$ cat src/hdl/mps_pkg.sv
/*
  Constants and types for the module power-state controller.
  Assumes a 10 MHz system clock and active-low asynchronous reset.
*/
package mps_pkg;
  // ----------------------------------------------------------------
  // Timing
  // ----------------------------------------------------------------
  localparam int CLK_HZ = 10_000_000;
  localparam int MIN_PULSE_MS = 16;
  localparam int MIN_PULSE_CYC = (MIN_PULSE_MS * (CLK_HZ / 1000));
  localparam int SUSPEND_WARN_CYC = 16;
  localparam int RESET_HOLD_CYC = 32;
  // ----------------------------------------------------------------
  // Pinout straps: grounded = 0, open = 1 (bit2, bit1, bit0)
  // ----------------------------------------------------------------
  localparam logic [2:0] PINOUT_CODE_N = 3'h3;
  // ----------------------------------------------------------------
  // Power states
  // ----------------------------------------------------------------
  typedef enum logic [2:0] {
    MPS_OFF = 3'h0,
    MPS_RUN = 3'h1,
    MPS_WARN = 3'h3,
    MPS_RAM = 3'h2,
    MPS_DISK = 3'h6
  } mps_state_type;
endpackage : mps_pkg

$ cat src/hdl/mps_ctrl.sv
/*
  Power-state and reset controller of the module edge.
  Holds the sleep state machine, the carrier reset, the watchdog and
  thermal outputs, the wake and event logic and the pinout straps.
  Assumes one 10 MHz clock; all pin inputs are asynchronous to it.
*/
// Contract
// - Falling power button edge, held 16 ms, leaves soft-off.
// - Reset button is edge triggered; low level does not hold reset.
// - Carrier reset low on button, power bad, low supply, watchdog, software.
// - Supply-good high means main power valid.
// - Suspend-to-RAM output low only in suspend-to-RAM.
// - Suspend-to-disk low in disk state; soft-off asserted in soft-off.
// - Suspend-pending goes low before any suspend begins.
// - PCIe and general wake inputs wake the system from sleep.
// - Battery-low input event is registered.
// - Low over-temperature input is an over-temperature condition.
// - Thermal shutdown output low once the processor trips; the code releases it in soft-off and ignores trips there.
// - SMBus alert raises management interrupt or wakes the system.
// - Lid and sleep button events, held 16 ms, sleep or wake.
// - Watchdog output asserted after a watchdog time-out.
// - Three strap pins present type 6: top bit grounded.
`timescale 1ns/1ps
module mps_ctrl #(
  parameter int PULSE_CYC = mps_pkg::MIN_PULSE_CYC
) (
  input wire logic clk,
  input wire logic rst_n,
  input wire logic power_button_n,
  input wire logic reset_button_n,
  input wire logic supply_good,
  input wire logic main_supply_low,
  input wire logic pcie_wake_n,
  input wire logic gp_wake_n,
  input wire logic battery_low_n,
  input wire logic overtemp_in_n,
  input wire logic smbus_alert_n,
  input wire logic lid_n,
  input wire logic sleep_button,
  input wire logic cpu_thermal_trip,
  input wire logic watchdog_timeout,
  input wire logic sw_reset_req,
  input wire logic sw_sleep_ram,
  input wire logic sw_sleep_disk,
  input wire logic sw_soft_off,
  input wire logic smbus_alert_wake_en,
  input wire logic event_clear,
  output logic carrier_reset_out_n,
  output logic suspend_ram_n,
  output logic suspend_disk_n,
  output logic soft_off_n,
  output logic suspend_pending_n,
  output logic cpu_thermal_shutdown_n,
  output logic watchdog_expired,
  output logic mgmt_interrupt_n,
  output logic overtemp_event,
  output logic battery_low_event,
  output logic lid_event,
  output logic sleep_button_event,
  output logic [2:0] pinout_code_n
);
  // ----------------------------------------------------------------
  // Input synchronisers and pulse qualification
  // ----------------------------------------------------------------
  localparam int NIN = 9;
  localparam int CW = $clog2(PULSE_CYC + 1);
  logic [NIN-1:0] raw_act, sync1, act;
  logic [NIN-1:0] next_sync1, next_act;
  logic [CW-1:0] cnt [0:3];
  logic [CW-1:0] next_cnt [0:3];
  logic [3:0] qual, next_qual, qual_rise;
  // Supply levels cross the same two flops. Both reset to 0, so supply-good reads as power bad and carrier reset stays low until they settle.
  logic [1:0] pwr_sync1, pwr_act, next_pwr_sync1, next_pwr_act;
  // Active-high view: 0 pwr, 1 rst, 2 lid, 3 sleep, 4 pcie, 5 gp, 6 bat, 7 temp, 8 alert.
  assign raw_act = {~smbus_alert_n, ~overtemp_in_n, ~battery_low_n, ~gp_wake_n, ~pcie_wake_n,
                    sleep_button, ~lid_n, ~reset_button_n, ~power_button_n};
  always_comb begin
    next_sync1 = raw_act;
    next_act = sync1;
    next_pwr_sync1 = {main_supply_low, supply_good};
    next_pwr_act = pwr_sync1;
    for (int i = 0; i < 4; i++) begin
      next_cnt[i] = act[i] ? ((cnt[i] == CW'(PULSE_CYC)) ? cnt[i] : cnt[i] + 1'b1) : '0;
      next_qual[i] = act[i] && (cnt[i] == CW'(PULSE_CYC - 1) || qual[i]);
    end
  end
  always_ff @(posedge clk or negedge rst_n) begin
    if (!rst_n) begin
      sync1 <= '0;
      act <= '0;
      pwr_sync1 <= '0;
      pwr_act <= '0;
      qual <= '0;
      for (int i = 0; i < 4; i++) cnt[i] <= '0;
    end else begin
      sync1 <= next_sync1;
      act <= next_act;
      pwr_sync1 <= next_pwr_sync1;
      pwr_act <= next_pwr_act;
      qual <= next_qual;
      for (int i = 0; i < 4; i++) cnt[i] <= next_cnt[i];
    end
  end
  // A qualified press acts once on its rising edge; holding the pin does nothing more.
  logic [3:0] qual_d;
  always_ff @(posedge clk or negedge rst_n) begin
    if (!rst_n) qual_d <= '0;
    else qual_d <= qual;
  end
  assign qual_rise = qual & ~qual_d;
  // ----------------------------------------------------------------
  // Power state machine
  // ----------------------------------------------------------------
  mps_pkg::mps_state_type state, next_state, target, next_target;
  logic [7:0] warn_cnt, next_warn_cnt;
  logic wake_any;
  assign wake_any = act[4] | act[5] | (act[8] & smbus_alert_wake_en) | qual_rise[0] | qual_rise[3]
                    | qual_rise[2];
  always_comb begin
    next_state = state;
    next_target = target;
    next_warn_cnt = warn_cnt;
    case (state)
      mps_pkg::MPS_OFF: begin
        if (qual_rise[0] && pwr_act[0]) next_state = mps_pkg::MPS_RUN;
      end
      mps_pkg::MPS_RUN: begin
        if (sw_soft_off || sw_sleep_disk || sw_sleep_ram || qual_rise[3] || qual_rise[2]) begin
          next_target = sw_soft_off ? mps_pkg::MPS_OFF :
                        (sw_sleep_disk ? mps_pkg::MPS_DISK : mps_pkg::MPS_RAM);
          next_warn_cnt = '0;
          next_state = mps_pkg::MPS_WARN;
        end
      end
      mps_pkg::MPS_WARN: begin
        next_warn_cnt = warn_cnt + 1'b1;
        if (warn_cnt == 8'(mps_pkg::SUSPEND_WARN_CYC - 1)) next_state = target;
      end
      mps_pkg::MPS_RAM, mps_pkg::MPS_DISK: begin
        if (wake_any) next_state = mps_pkg::MPS_RUN;
      end
      default: next_state = mps_pkg::MPS_OFF;
    endcase
  end
  always_ff @(posedge clk or negedge rst_n) begin
    if (!rst_n) begin
      state <= mps_pkg::MPS_OFF;
      target <= mps_pkg::MPS_RAM;
      warn_cnt <= '0;
    end else begin
      state <= next_state;
      target <= next_target;
      warn_cnt <= next_warn_cnt;
    end
  end
  // ----------------------------------------------------------------
  // Carrier reset: a fixed pulse per button, watchdog or software event, so a held button cannot stall the system; bad power holds it low
  // ----------------------------------------------------------------
  logic [7:0] rst_cnt, next_rst_cnt;
  logic rst_cause, bad_power;
  assign bad_power = ~pwr_act[0] | pwr_act[1];
  assign rst_cause = qual_rise[1] | watchdog_timeout | sw_reset_req;
  always_comb begin
    next_rst_cnt = (rst_cnt != '0) ? rst_cnt - 1'b1 : rst_cnt;
    if (rst_cause) next_rst_cnt = 8'(mps_pkg::RESET_HOLD_CYC);
  end
  // ----------------------------------------------------------------
  // Sticky event flags; a new event wins over a clear in the same cycle
  // ----------------------------------------------------------------
  logic [4:0] evt, next_evt, evt_set;
  logic wdt_flag, next_wdt_flag, trip, next_trip;
  assign evt_set = {act[8] & ~smbus_alert_wake_en, qual_rise[3], qual_rise[2], act[6], act[7]};
  always_comb begin
    next_evt = (event_clear ? '0 : evt) | evt_set;
    next_wdt_flag = (event_clear ? 1'b0 : wdt_flag) | watchdog_timeout;
    next_trip = (trip | cpu_thermal_trip) & (state != mps_pkg::MPS_OFF);
  end
  always_ff @(posedge clk or negedge rst_n) begin
    if (!rst_n) begin
      rst_cnt <= '0;
      evt <= '0;
      wdt_flag <= 1'b0;
      trip <= 1'b0;
      carrier_reset_out_n <= 1'b0;
      suspend_ram_n <= 1'b1;
      suspend_disk_n <= 1'b1;
      soft_off_n <= 1'b0;
      suspend_pending_n <= 1'b1;
    end else begin
      rst_cnt <= next_rst_cnt;
      evt <= next_evt;
      wdt_flag <= next_wdt_flag;
      trip <= next_trip;
      carrier_reset_out_n <= ~(bad_power | (next_rst_cnt != '0));
      suspend_ram_n <= ~(next_state == mps_pkg::MPS_RAM);
      suspend_disk_n <= ~(next_state == mps_pkg::MPS_DISK);
      soft_off_n <= ~(next_state == mps_pkg::MPS_OFF);
      suspend_pending_n <= ~(next_state == mps_pkg::MPS_WARN);
    end
  end
  assign overtemp_event = evt[0];
  assign battery_low_event = evt[1];
  assign lid_event = evt[2];
  assign sleep_button_event = evt[3];
  assign mgmt_interrupt_n = ~evt[4];
  assign watchdog_expired = wdt_flag;
  assign cpu_thermal_shutdown_n = ~trip;
  assign pinout_code_n = mps_pkg::PINOUT_CODE_N;
endmodule : mps_ctrl

$ cat config.mk
export PLATFORM = sky130hd
export DESIGN_NAME = mps_ctrl
export DESIGN_NICKNAME = d
export VERILOG_FILES = /design/src/hdl/mps_pkg.sv /design/src/hdl/mps_ctrl.sv
export SDC_FILE = /design/constraint.sdc
export NUM_CORES = 1
export LEC_CHECK = 0
export ABC_CLOCK_PERIOD_IN_PS = 6100
export BUFFER_PORTS_ARGS = -buffer_cell sky130_fd_sc_hd__buf_2
export CORE_AREA = 2 2 141 88
export CTS_CLUSTER_SIZE = 30
export DETAILED_ROUTE_END_ITERATION = 10
export DIE_AREA = 0 0 143 90
export PLACE_DENSITY = 0.69
export SYNTH_ARGS = -nofsm -noshare
export SYNTH_HDL_FRONTEND = slang
export SYNTH_SLANG_ARGS = --single-unit
$ cat constraint.sdc
create_clock -name clk -period 6.1 [get_ports clk]
set_input_delay 0.305 -clock clk [delete_from_list [all_inputs] [get_ports clk]]
set_output_delay 0.305 -clock clk [all_outputs]
set_load 0.03 [all_outputs]
==> results of run 1 <==
[registers in the layout (all words and copies together) (netlist names), 3 cells and up]
name,count
rst_cnt,8
state,3
cnt,72
next_act,9
evt,5
warn_cnt,8
qual,4
qual_d,4
act,9
[layout make-up]
cell class	instances	area, µm²	area share, %
clock inverter	11	124	1.72
clock buffer	21	470	6.53
sequential	135	3380	46.9
tap	165	206	2.86
inverter	38	143	1.98
timing repair buffer	37	214	2.97
multi-input combinational	417	2670	37.0
[final timing paths]
| kind | startpoint | endpoint | slack (ps) |
|---|---|---|---|
| setup / recovery | rst_cnt[0] | carrier_reset_out_n | 3760 |
| hold / removal | pcie_wake_n | next_act[4] | 20 |
| setup reg to reg | rst_cnt[0] | carrier_reset_out_n | 3760 |
| hold reg to reg | next_act[8] | act[8] | 350 |
| max in group asynchronous | rst_n | rst_cnt[0] | 4420 |
| min in group asynchronous | rst_n | cnt[19] | 450 |
[cells in the final DEF, fill, tap and decap left out, drive strengths merged, types with 13 or more instances in the layout]
master / n
nand3: 33
and2: 51
nor2: 21
nor3: 22
nand2: 43
buf: 33
nand4: 15
nor4: 15
xor2: 19
and3: 13
clkbuf: 21
o21ai: 31
xnor2: 38
dfrtp: 131
inv: 38
[metal layers]
metal  track usage, %  vias up
met1             28.7     2091
met3             5.86        5
met4             5.12        0
met2             27.9       57
met5                0        -
li1                 -     2151
[critical path: stages (launching register included)]
cell	delay, ps
sky130_fd_sc_hd__dfrtp_1	430
sky130_fd_sc_hd__or4_4	540
sky130_fd_sc_hd__or2_0	220
sky130_fd_sc_hd__a211o_1	320
sky130_fd_sc_hd__or4b_4	520
sky130_fd_sc_hd__nor4_2	220
[power groups by stage]
stage          sequential, mW  combinational (mW)  clock, mW
5_1_grt                  1.02               0.270       1.08
6_report                 1.01               0.233       1.01
3_3_place_gp             1.02               0.222          0
3_5_place_dp             1.03               0.232          0
4_1_cts                  1.01               0.236       1.03
2_1_floorplan            1.02               0.151          0
[kinds of logic (layout without fill, tap and decap cells)]
logic type / count (synthesis) / after routing / share of synthesized area [%]
and+or+nand+nor: 274 / 274 / 25.0
DFF: 135 / 135 / 54.2
AOI/OAI and AO/OA: 68 / 68 / 6.73
xor gates and xnor gates: 57 / 57 / 8.00
buffers and inverters: 49 / 107 / 3.13
adders and majority gates: 11 / 11 / 2.20
muxes: 4 / 4 / 0.641
other: 2 / 3 / 0.120
[through the flow]
stage / utilization, % / hold slack [ps] / worst slack [ps] / area (µm²) / total power, mW
floorplan: - / 9.41 / 3890 / 6250 / 1.18
global placement: 56.3 / 332 / 3850 / 6580 / 1.24
detailed placement: 56.3 / 335 / 3780 / 6580 / 1.26
CTS: 61.8 / 9.32 / 3780 / 7210 / 2.28
global route: 61.8 / 7.94 / 3670 / 7210 / 2.37
finish: 61.8 / 24.0 / 3760 / 7210 / 2.26
[repair_timing]
action | 4_1_cts | 5_1_grt
hold buffers | 4 | 0
endpoints found under the hold margin | 69 | 0
gates resized for setup | 0 | 0
==> impl_metrics.toml, run 1 <==
[status]
outcome = "finished clean"

[clock_network]
post_cts.repair.setup_buffers = 0
cts_tree = "yes"
buffer_type_at_the_clock_tree_root = "sky130_fd_sc_hd__clkbuf_16"
clk_pin_slew_ps = 60
cts_htree_levels = 4
cts_buffers = 17
clkSinkCount = 135
insertion_delay_ps = 410
cts_max_path_buffers = 2

[route]
drtAntennaViolNets = 0
wire_length_after_detailed_routing_um = 11300
post-route-drc-count = 0
wl_per_cell_um = 13.7
dr_wl_met3_um = 365
first_iter_violations = 272
vias = 4304
dr_wl_met2_um = 4980
highest_layer = "met4"
wl_met1_um = 5910
vias_per_cell = 5.22
first_pass_iters = 4

[timing]
setup_repair_after_global_routing_missed_its_margin = "false"
report.final.setup_viol = 0
timing.slew.headroom_pct = 47.4
final-max-slew-violation-count = 0
post-route-min-period_ps = 2340
tightestPinTransition_ps = 789
hold_viol = 0
fmax_ghz = 0.427
finalCritPeriodShare_pct = 38.4
timing.clock.skew_ps = 11.0
timing.setup.tns_ps = 0

[worst_setup_path]
critical_path.startpoint_type = "flip-flop"
cp_data_arrival_time_ps = 2650
r2r.worst_path.cells = 5
crit_fanout = 5
wp_data_required_ps = 6410
startpoint_to_endpoint_class_of_the_critical_path = "flip-flop to flip-flop"
worst_setup_path_end_kind = "flip-flop"

[pwr]
clock_power_share_pct = 44.8
vdd.ir_drop.worst_v = 0.000216
leakagePower_nw = 3.26
power.density_nw_per_um2 = 313
internal_power_mw = 1.67
switchingPower_mw = 0.581
share_of_power_burned_in_registers_pct = 44.9
pwr-share-comb_pct = 10.3
netSwitchingFraction_pct = 25.8

[yosys]
synth_area_per_cell_um2 = 10.4
netlist_top_cells_area = "sky130_fd_sc_hd__dfrtp_1 (53%), sky130_fd_sc_hd__xnor2_1 (5.3%), sky130_fd_sc_hd__and2_1 (5.1%)"
post-synth-top-area-cell = "sky130_fd_sc_hd__dfrtp_1"
synth_area_um2 = 6240
most_instantiated_flip_flop_cell_in_the_synthesis_netlist = "sky130_fd_sc_hd__dfrtp_1"
synth-seq-cells = 135
ys_async_sr_fraction_pct = 100
synth.cells.most_frequent = "sky130_fd_sc_hd__dfrtp_1 (131), sky130_fd_sc_hd__and2_1 (51), sky130_fd_sc_hd__nand2_1 (43), sky130_fd_sc_hd__inv_1 (38), sky130_fd_sc_hd__xnor2_1 (38)"
syn_warnings = 0
proportion_of_synthesized_chip_area_in_sequential_cells_pct = 54.2
synthMostInstantiatedCell = "sky130_fd_sc_hd__dfrtp_1"
ys_types = 49
number_of_cells_produced_by_synthesis = 600
synth_enable_flop_cells = 0
yosys.area.top_type_share_pct = 52.5

[placement]
port_buffers = 32
dpl.cell_count = 788
routabilityCongestion = 0.869
dpl.hpwl_um = 7610

[cells_and_area]
antenna_cells = 0
fraction_of_layout_cells_with_a_size_suffix_above_1_pct = 10.9
layoutNonFillerInstCount = 824
fillerInstances = 932
area_delta_synth_final_pct = 15.5
final_nets = 678

[min_path]
min-delay-path-class = "primary input to flip-flop"
hold-path-cell-count = 2

[global_route]
grt.total_usage_pct = 19.4
wire_length_of_the_first_global_routing_pass_um = 20000
grt_max_degree = 72
grt_overflow_total = 0
antenna_found_initial = 0
vias_in_the_first_global_route = 4208

[floorplan]
dieArea_um2 = 12900
starting_density_of_the_core_pct = 53.5
core_area_um2 = 11700
die_height_um = 90
die_w_um = 143
io-pin-count = 36
std_cell_rows = 31

[run]
drv_cap = 0
Power figures use the tool's default switching activity.
==> run 2, diff against run 1 <==
--- a/config.mk
+++ b/config.mk
@@ -5,7 +5,7 @@
 export SDC_FILE = /design/constraint.sdc
 export NUM_CORES = 1
 export LEC_CHECK = 0
-export ABC_CLOCK_PERIOD_IN_PS = 6100
+export ABC_CLOCK_PERIOD_IN_PS = 2200
 export BUFFER_PORTS_ARGS = -buffer_cell sky130_fd_sc_hd__buf_2
 export CORE_AREA = 2 2 141 88
 export CTS_CLUSTER_SIZE = 30
==> constraint.sdc (replaced) <==
create_clock -name clk -period 2.2 [get_ports clk]
set_input_delay 0.11 -clock clk [delete_from_list [all_inputs] [get_ports clk]]
set_output_delay 0.11 -clock clk [all_outputs]
set_load 0.03 [all_outputs]
==> impl_metrics.toml, run 2 (synthesized netlist as in run 1, its figures left out) <==
[global_route]
grt_max_degree = 58
antenna_found_initial = 0
grt.total_usage_pct = 20.9
wire_length_of_the_first_global_routing_pass_um = 21400
grt_overflow_total = 0
vias_in_the_first_global_route = 4452

[pwr]
switchingPower_mw = 1.63
share_of_power_burned_in_registers_pct = 44.4
clock_power_share_pct = 44.4
power.density_nw_per_um2 = 842
netSwitchingFraction_pct = 25.8
leakagePower_nw = 3.41
pwr-share-comb_pct = 11.2
post-layout-total-power_mw = 6.31
internal_power_mw = 4.68
vdd.ir_drop.worst_v = 0.000569

[floorplan]
die_height_um = 90
std_cell_rows = 31
die_w_um = 143
io-pin-count = 36
core_area_um2 = 11700
starting_density_of_the_core_pct = 53.5
dieArea_um2 = 12900

[clock_network]
clkSinkCount = 135
clk_pin_slew_ps = 60
cts_tree = "yes"
insertion_delay_ps = 410
cts_htree_levels = 4
buffer_type_at_the_clock_tree_root = "sky130_fd_sc_hd__clkbuf_16"
cts_buffers = 17
cts_max_path_buffers = 2

[worst_setup_path]
cpLargestDelayFamily = "simple AND/OR/NAND/NOR gates"
critical_path.startpoint_type = "flip-flop"
critical_path.cell_chain = "or4_4 -> or2_0 -> a211o_1 -> or4b_4 -> nor4_4"
worst_setup_path_end_kind = "flip-flop"
setup.worst_path.start = "rst_cnt[0]"
cpPeakStageDelay_ps = 540
cp_data_arrival_time_ps = 2500
wp_data_required_ps = 2520
r2r.worst_path.cells = 5
rr_endpoint = "carrier_reset_out_n"
worstReg2RegStart = "rst_cnt[0]"
path_depth = 5
critical-path-slowest-cell = "sky130_fd_sc_hd__or4_4"
setup.reg_to_reg.worst_slack_ps = 20
startpoint_to_endpoint_class_of_the_critical_path = "flip-flop to flip-flop"
timing.critical_path.to = "carrier_reset_out_n"
path_buf_inv = 0
crit_fanout = 3

[route]
wire_length_after_detailed_routing_um = 12300
wl_per_cell_um = 14.5
vias = 4478
post-route-drc-count = 0
first_pass_iters = 4
drtAntennaViolNets = 0
first_iter_violations = 257
vias_per_cell = 5.26

[timing]
post-route-min-period_ps = 2180
report.final.setup_viol = 0
timing.slew.headroom_pct = 63.0
fmax_ghz = 0.458
final.setup.worst_slack_ps = 16.0
tightestPinTransition_ps = 551
setup_repair_after_global_routing_missed_its_margin = "true"
hold_viol = 0
final-max-slew-violation-count = 0
finalCritPeriodShare_pct = 99.3
timing.clock.skew_ps = 7.06

[run]
drv_cap = 0

[cells_and_area]
final_nets = 705
fraction_of_layout_cells_with_a_size_suffix_above_1_pct = 12.8
area_delta_synth_final_pct = 20.1
largest_register = "cnt"
layout.cells.most_common_list = "sky130_fd_sc_hd__dfrtp_1 (131), sky130_fd_sc_hd__and2_1 (51), sky130_fd_sc_hd__nand2_1 (43)"
antenna_cells = 0
fin_util_pct = 64.2
layoutNonFillerInstCount = 851
largest_register_ff_count = 72
commonest_non_fill_non_tap_cell_in_the_layout = "sky130_fd_sc_hd__dfrtp_1"

[status]
outcome = "finished clean"

[min_path]
min-delay-path-class = "primary input to asynchronous set/reset pin"

[placement]
port_buffers = 32
dpl.hpwl_um = 8180
routabilityCongestion = 0.827
dp_slack_ps = -20.0
dpl.cell_count = 798
## run 2: cell types whose count changed in the layout (fill, tap and decap cells not counted), moves of 2 or more
cell / previous run / this run
sky130_fd_sc_hd__buf_4: 1 / 12
sky130_fd_sc_hd__clkinv_2: 2 / 5
sky130_fd_sc_hd__clkinvlp_4: 6 / 3
sky130_fd_sc_hd__dlygate4sd3_1: 4 / 19
sky130_fd_sc_hd__nor3b_1: 11 / 9
## run 2: final cells by class
type | instances | area (µm²)
fillers | 912 | 4180
inverters | 38 | 143
clock inverters | 12 | 125
flip-flops and latches | 135 | 3380
well taps | 165 | 206
multi-input cells | 417 | 2710
repair buffers | 64 | 467
clock buffers | 20 | 467
## run 2: worst min path at each step
stage,start,endpoint,slack (ps),cells after the start
2_1_floorplan,rst_n,act[0],-190,0
6_report,rst_n,next_act[3],220,2
5_1_grt,rst_n,next_act[3],250,2
3_5_place_dp,rst_n,next_act[3],100,1
4_1_cts,sw_reset_req,rst_cnt[0],200,4
3_3_place_gp,rst_n,next_act[3],100,1
## run 2: power by group through the flow
stage,Clock (mW),Sequential [mW],Combinational [mW]
global route,2.98,2.83,0.806
finish,2.80,2.80,0.709
CTS,2.86,2.80,0.699
floorplan,0,2.84,0.419
global placement,0,2.83,0.642
detailed placement,0,2.84,0.668
## run 2: what timing repair did
item                                    4_1_cts  5_1_grt
endpoints found under the hold margin        71        0
resized for setup                             0        6
endpoints found under the setup margin        1        1
hold buffers                                 19        0
pin swaps                                     0        2
buffers inserted                              0        2
## run 2: metal layers
layer,wire [µm],global-route usage [%],vias up
li1,-,-,2210
met1,6270,30.7,2175
met2,5510,30.9,77
met3,382,4.64,16
met4,132,7.18,0
met5,0,0,-
## run 2: metrics by stage
stage	TNS, ps	hold slack, ps	area [µm²]
2_1_floorplan	0	-186	6250
3_3_place_gp	0	102	6660
3_5_place_dp	-20.0	105	6660
4_1_cts	-28.9	196	7440
5_1_grt	-41.9	251	7500
6_report	0	216	7500
==> run 3, diff against run 2 <==
--- a/config.mk
+++ b/config.mk
@@ -11,6 +11,7 @@
 export CTS_CLUSTER_SIZE = 30
 export DETAILED_ROUTE_END_ITERATION = 10
 export DIE_AREA = 0 0 143 90
+export GPL_TIMING_DRIVEN = 0
 export PLACE_DENSITY = 0.69
 export SYNTH_ARGS = -nofsm -noshare
 export SYNTH_HDL_FRONTEND = slang
==> impl_metrics.toml, run 3 (synthesized netlist as in run 1, its figures left out) <==
[clock_network]
cts_buffers = 17
clkSinkCount = 135
buffer_type_at_the_clock_tree_root = "sky130_fd_sc_hd__clkbuf_16"
insertion_delay_ps = 420
cts_tree = "yes"
cts_htree_levels = 4
cts_max_path_buffers = 2
clk_pin_slew_ps = 60

[timing]
timing.clock.skew_ps = 10.9
fmax_ghz = 0.441
report.final.setup_viol = 1
post-route-min-period_ps = 2270
final-max-slew-violation-count = 0
timing.slew.headroom_pct = 51.6
tightestPinTransition_ps = 720
timing.setup.tns_ps = -66.3
setup_repair_after_global_routing_missed_its_margin = "true"
final.setup.worst_slack_ps = -66.3
hold_viol = 0
finalCritPeriodShare_pct = 103

[route]
post-route-drc-count = 0
first_pass_iters = 5
wire_length_after_detailed_routing_um = 12200
wl_per_cell_um = 14.3
vias = 4482
first_iter_violations = 372
drtAntennaViolNets = 0
vias_per_cell = 5.24

[global_route]
vias_in_the_first_global_route = 4373
grt.total_usage_pct = 20.8
wire_length_of_the_first_global_routing_pass_um = 21000
antenna_found_initial = 0
grt_overflow_total = 0
grt_max_degree = 92

[worst_setup_path]
startpoint_to_endpoint_class_of_the_critical_path = "flip-flop to flip-flop"
crit_fanout = 4
cp_data_arrival_time_ps = 2580
worst_setup_path_end_kind = "flip-flop"
wp_data_required_ps = 2520
critical_path.startpoint_type = "flip-flop"
setup.reg_to_reg.worst_slack_ps = -70

[pwr]
share_of_power_burned_in_registers_pct = 44.7
pwr-share-comb_pct = 11.4
netSwitchingFraction_pct = 25.9
power.density_nw_per_um2 = 839
vdd.ir_drop.worst_v = 0.000656
clock_power_share_pct = 43.9
internal_power_mw = 4.65
leakagePower_nw = 3.40
switchingPower_mw = 1.63

[floorplan]
die_w_um = 143
std_cell_rows = 31
core_area_um2 = 11700
die_height_um = 90
dieArea_um2 = 12900
io-pin-count = 36
starting_density_of_the_core_pct = 53.5

[placement]
dpl.hpwl_um = 8170
dpl.cell_count = 799
postPlaceCellArea_um2 = 6650
routabilityCongestion = 0.790
port_buffers = 32

[status]
failing_checks = "setup timing"
outcome = "complete, but fails checks"

[cells_and_area]
layoutNonFillerInstCount = 855
largest_register = "cnt"
largest_register_ff_count = 72
fraction_of_layout_cells_with_a_size_suffix_above_1_pct = 12.3
antenna_cells = 0
layout.cells.most_common_list = "sky130_fd_sc_hd__dfrtp_1 (131), sky130_fd_sc_hd__and2_1 (51), sky130_fd_sc_hd__nand2_1 (43)"
commonest_non_fill_non_tap_cell_in_the_layout = "sky130_fd_sc_hd__dfrtp_1"
final_area_um2 = 7480
area_delta_synth_final_pct = 19.9
final_nets = 709

[run]
drv_cap = 0

[min_path]
min-delay-path-class = "primary input to asynchronous set/reset pin"
[run 3: power groups by stage]
stage                     Combinational [mW]  Sequential [mW]  Clock, mW
after global routing                   0.806             2.83       2.96
final                                  0.715             2.80       2.76
after global placement                 0.632             2.83          0
after detailed placement               0.666             2.84          0
after floorplan                        0.419             2.84          0
after CTS                              0.711             2.80       2.81
[run 3: path summary, 6_finish.rpt]
| path | startpoint | to | cells after the start |
|---|---|---|---|
| hold reg to reg | next_pwr_act[1] | pwr_act[1] | 0 |
| hold / removal | rst_n | act[3] | 2 |
| max in group asynchronous | rst_n | suspend_pending_n | 3 |
| setup / recovery | rst_cnt[0] | carrier_reset_out_n | 5 |
| min in group clk | sw_reset_req | rst_cnt[1] | 4 |
| setup reg to reg | rst_cnt[0] | carrier_reset_out_n | 5 |
[run 3: repair_timing]
| item | CTS | global route |
|---|---|---|
| hold buffers | 17 | 1 |
| pin swaps | 3 | 0 |
| hold endpoints to repair | 60 | 1 |
| endpoints found under the setup margin | 1 | 1 |
| resized for setup | 2 | 3 |
| buffers inserted | 5 | 1 |
[run 3: through the flow]
step	hold slack, ps	util [%]	worst slack, ps	total power, mW
2_1_floorplan	-186	-	63.4	3.26
4_1_cts	1.18	63.8	-53.4	6.32
5_1_grt	217	64.1	-123	6.59
3_5_place_dp	62.2	56.9	-74.2	3.51
6_report	178	64.1	-66.3	6.28
3_3_place_gp	218	56.6	-772	3.46
[run 3: final cells by class]
cell class / count / area, µm²
Buffer: 11 / 52.6
Timing Repair Buffer: 57 / 419
Fill cell: 918 / 4190
Sequential cell: 135 / 3380
Tap cell: 165 / 206
Clock buffer: 19 / 453
Clock inverter: 13 / 130
Inverter: 38 / 143
Multi-Input combinational cell: 417 / 2700
[run 3: per-layer routing]
metal | vias up | wire [µm] | share of wire (%) | global-route usage, %
met5 | - | 0 | 0 | 0
met4 | 0 | 133 | 1.1 | 6.27
met3 | 11 | 414 | 3.4 | 5.91
met2 | 76 | 5370 | 44 | 29.0
met1 | 2184 | 6310 | 52 | 31.5
li1 | 2211 | - | - | -
[run 3: worst max-delay path: stages (launching register included)]
cell and delay [ps]:
sky130_fd_sc_hd__dfrtp_1 410, sky130_fd_sc_hd__or4_4 550, sky130_fd_sc_hd__or2_0 220, sky130_fd_sc_hd__a211o_1 280, sky130_fd_sc_hd__or4b_4 570, sky130_fd_sc_hd__nor4_4 150
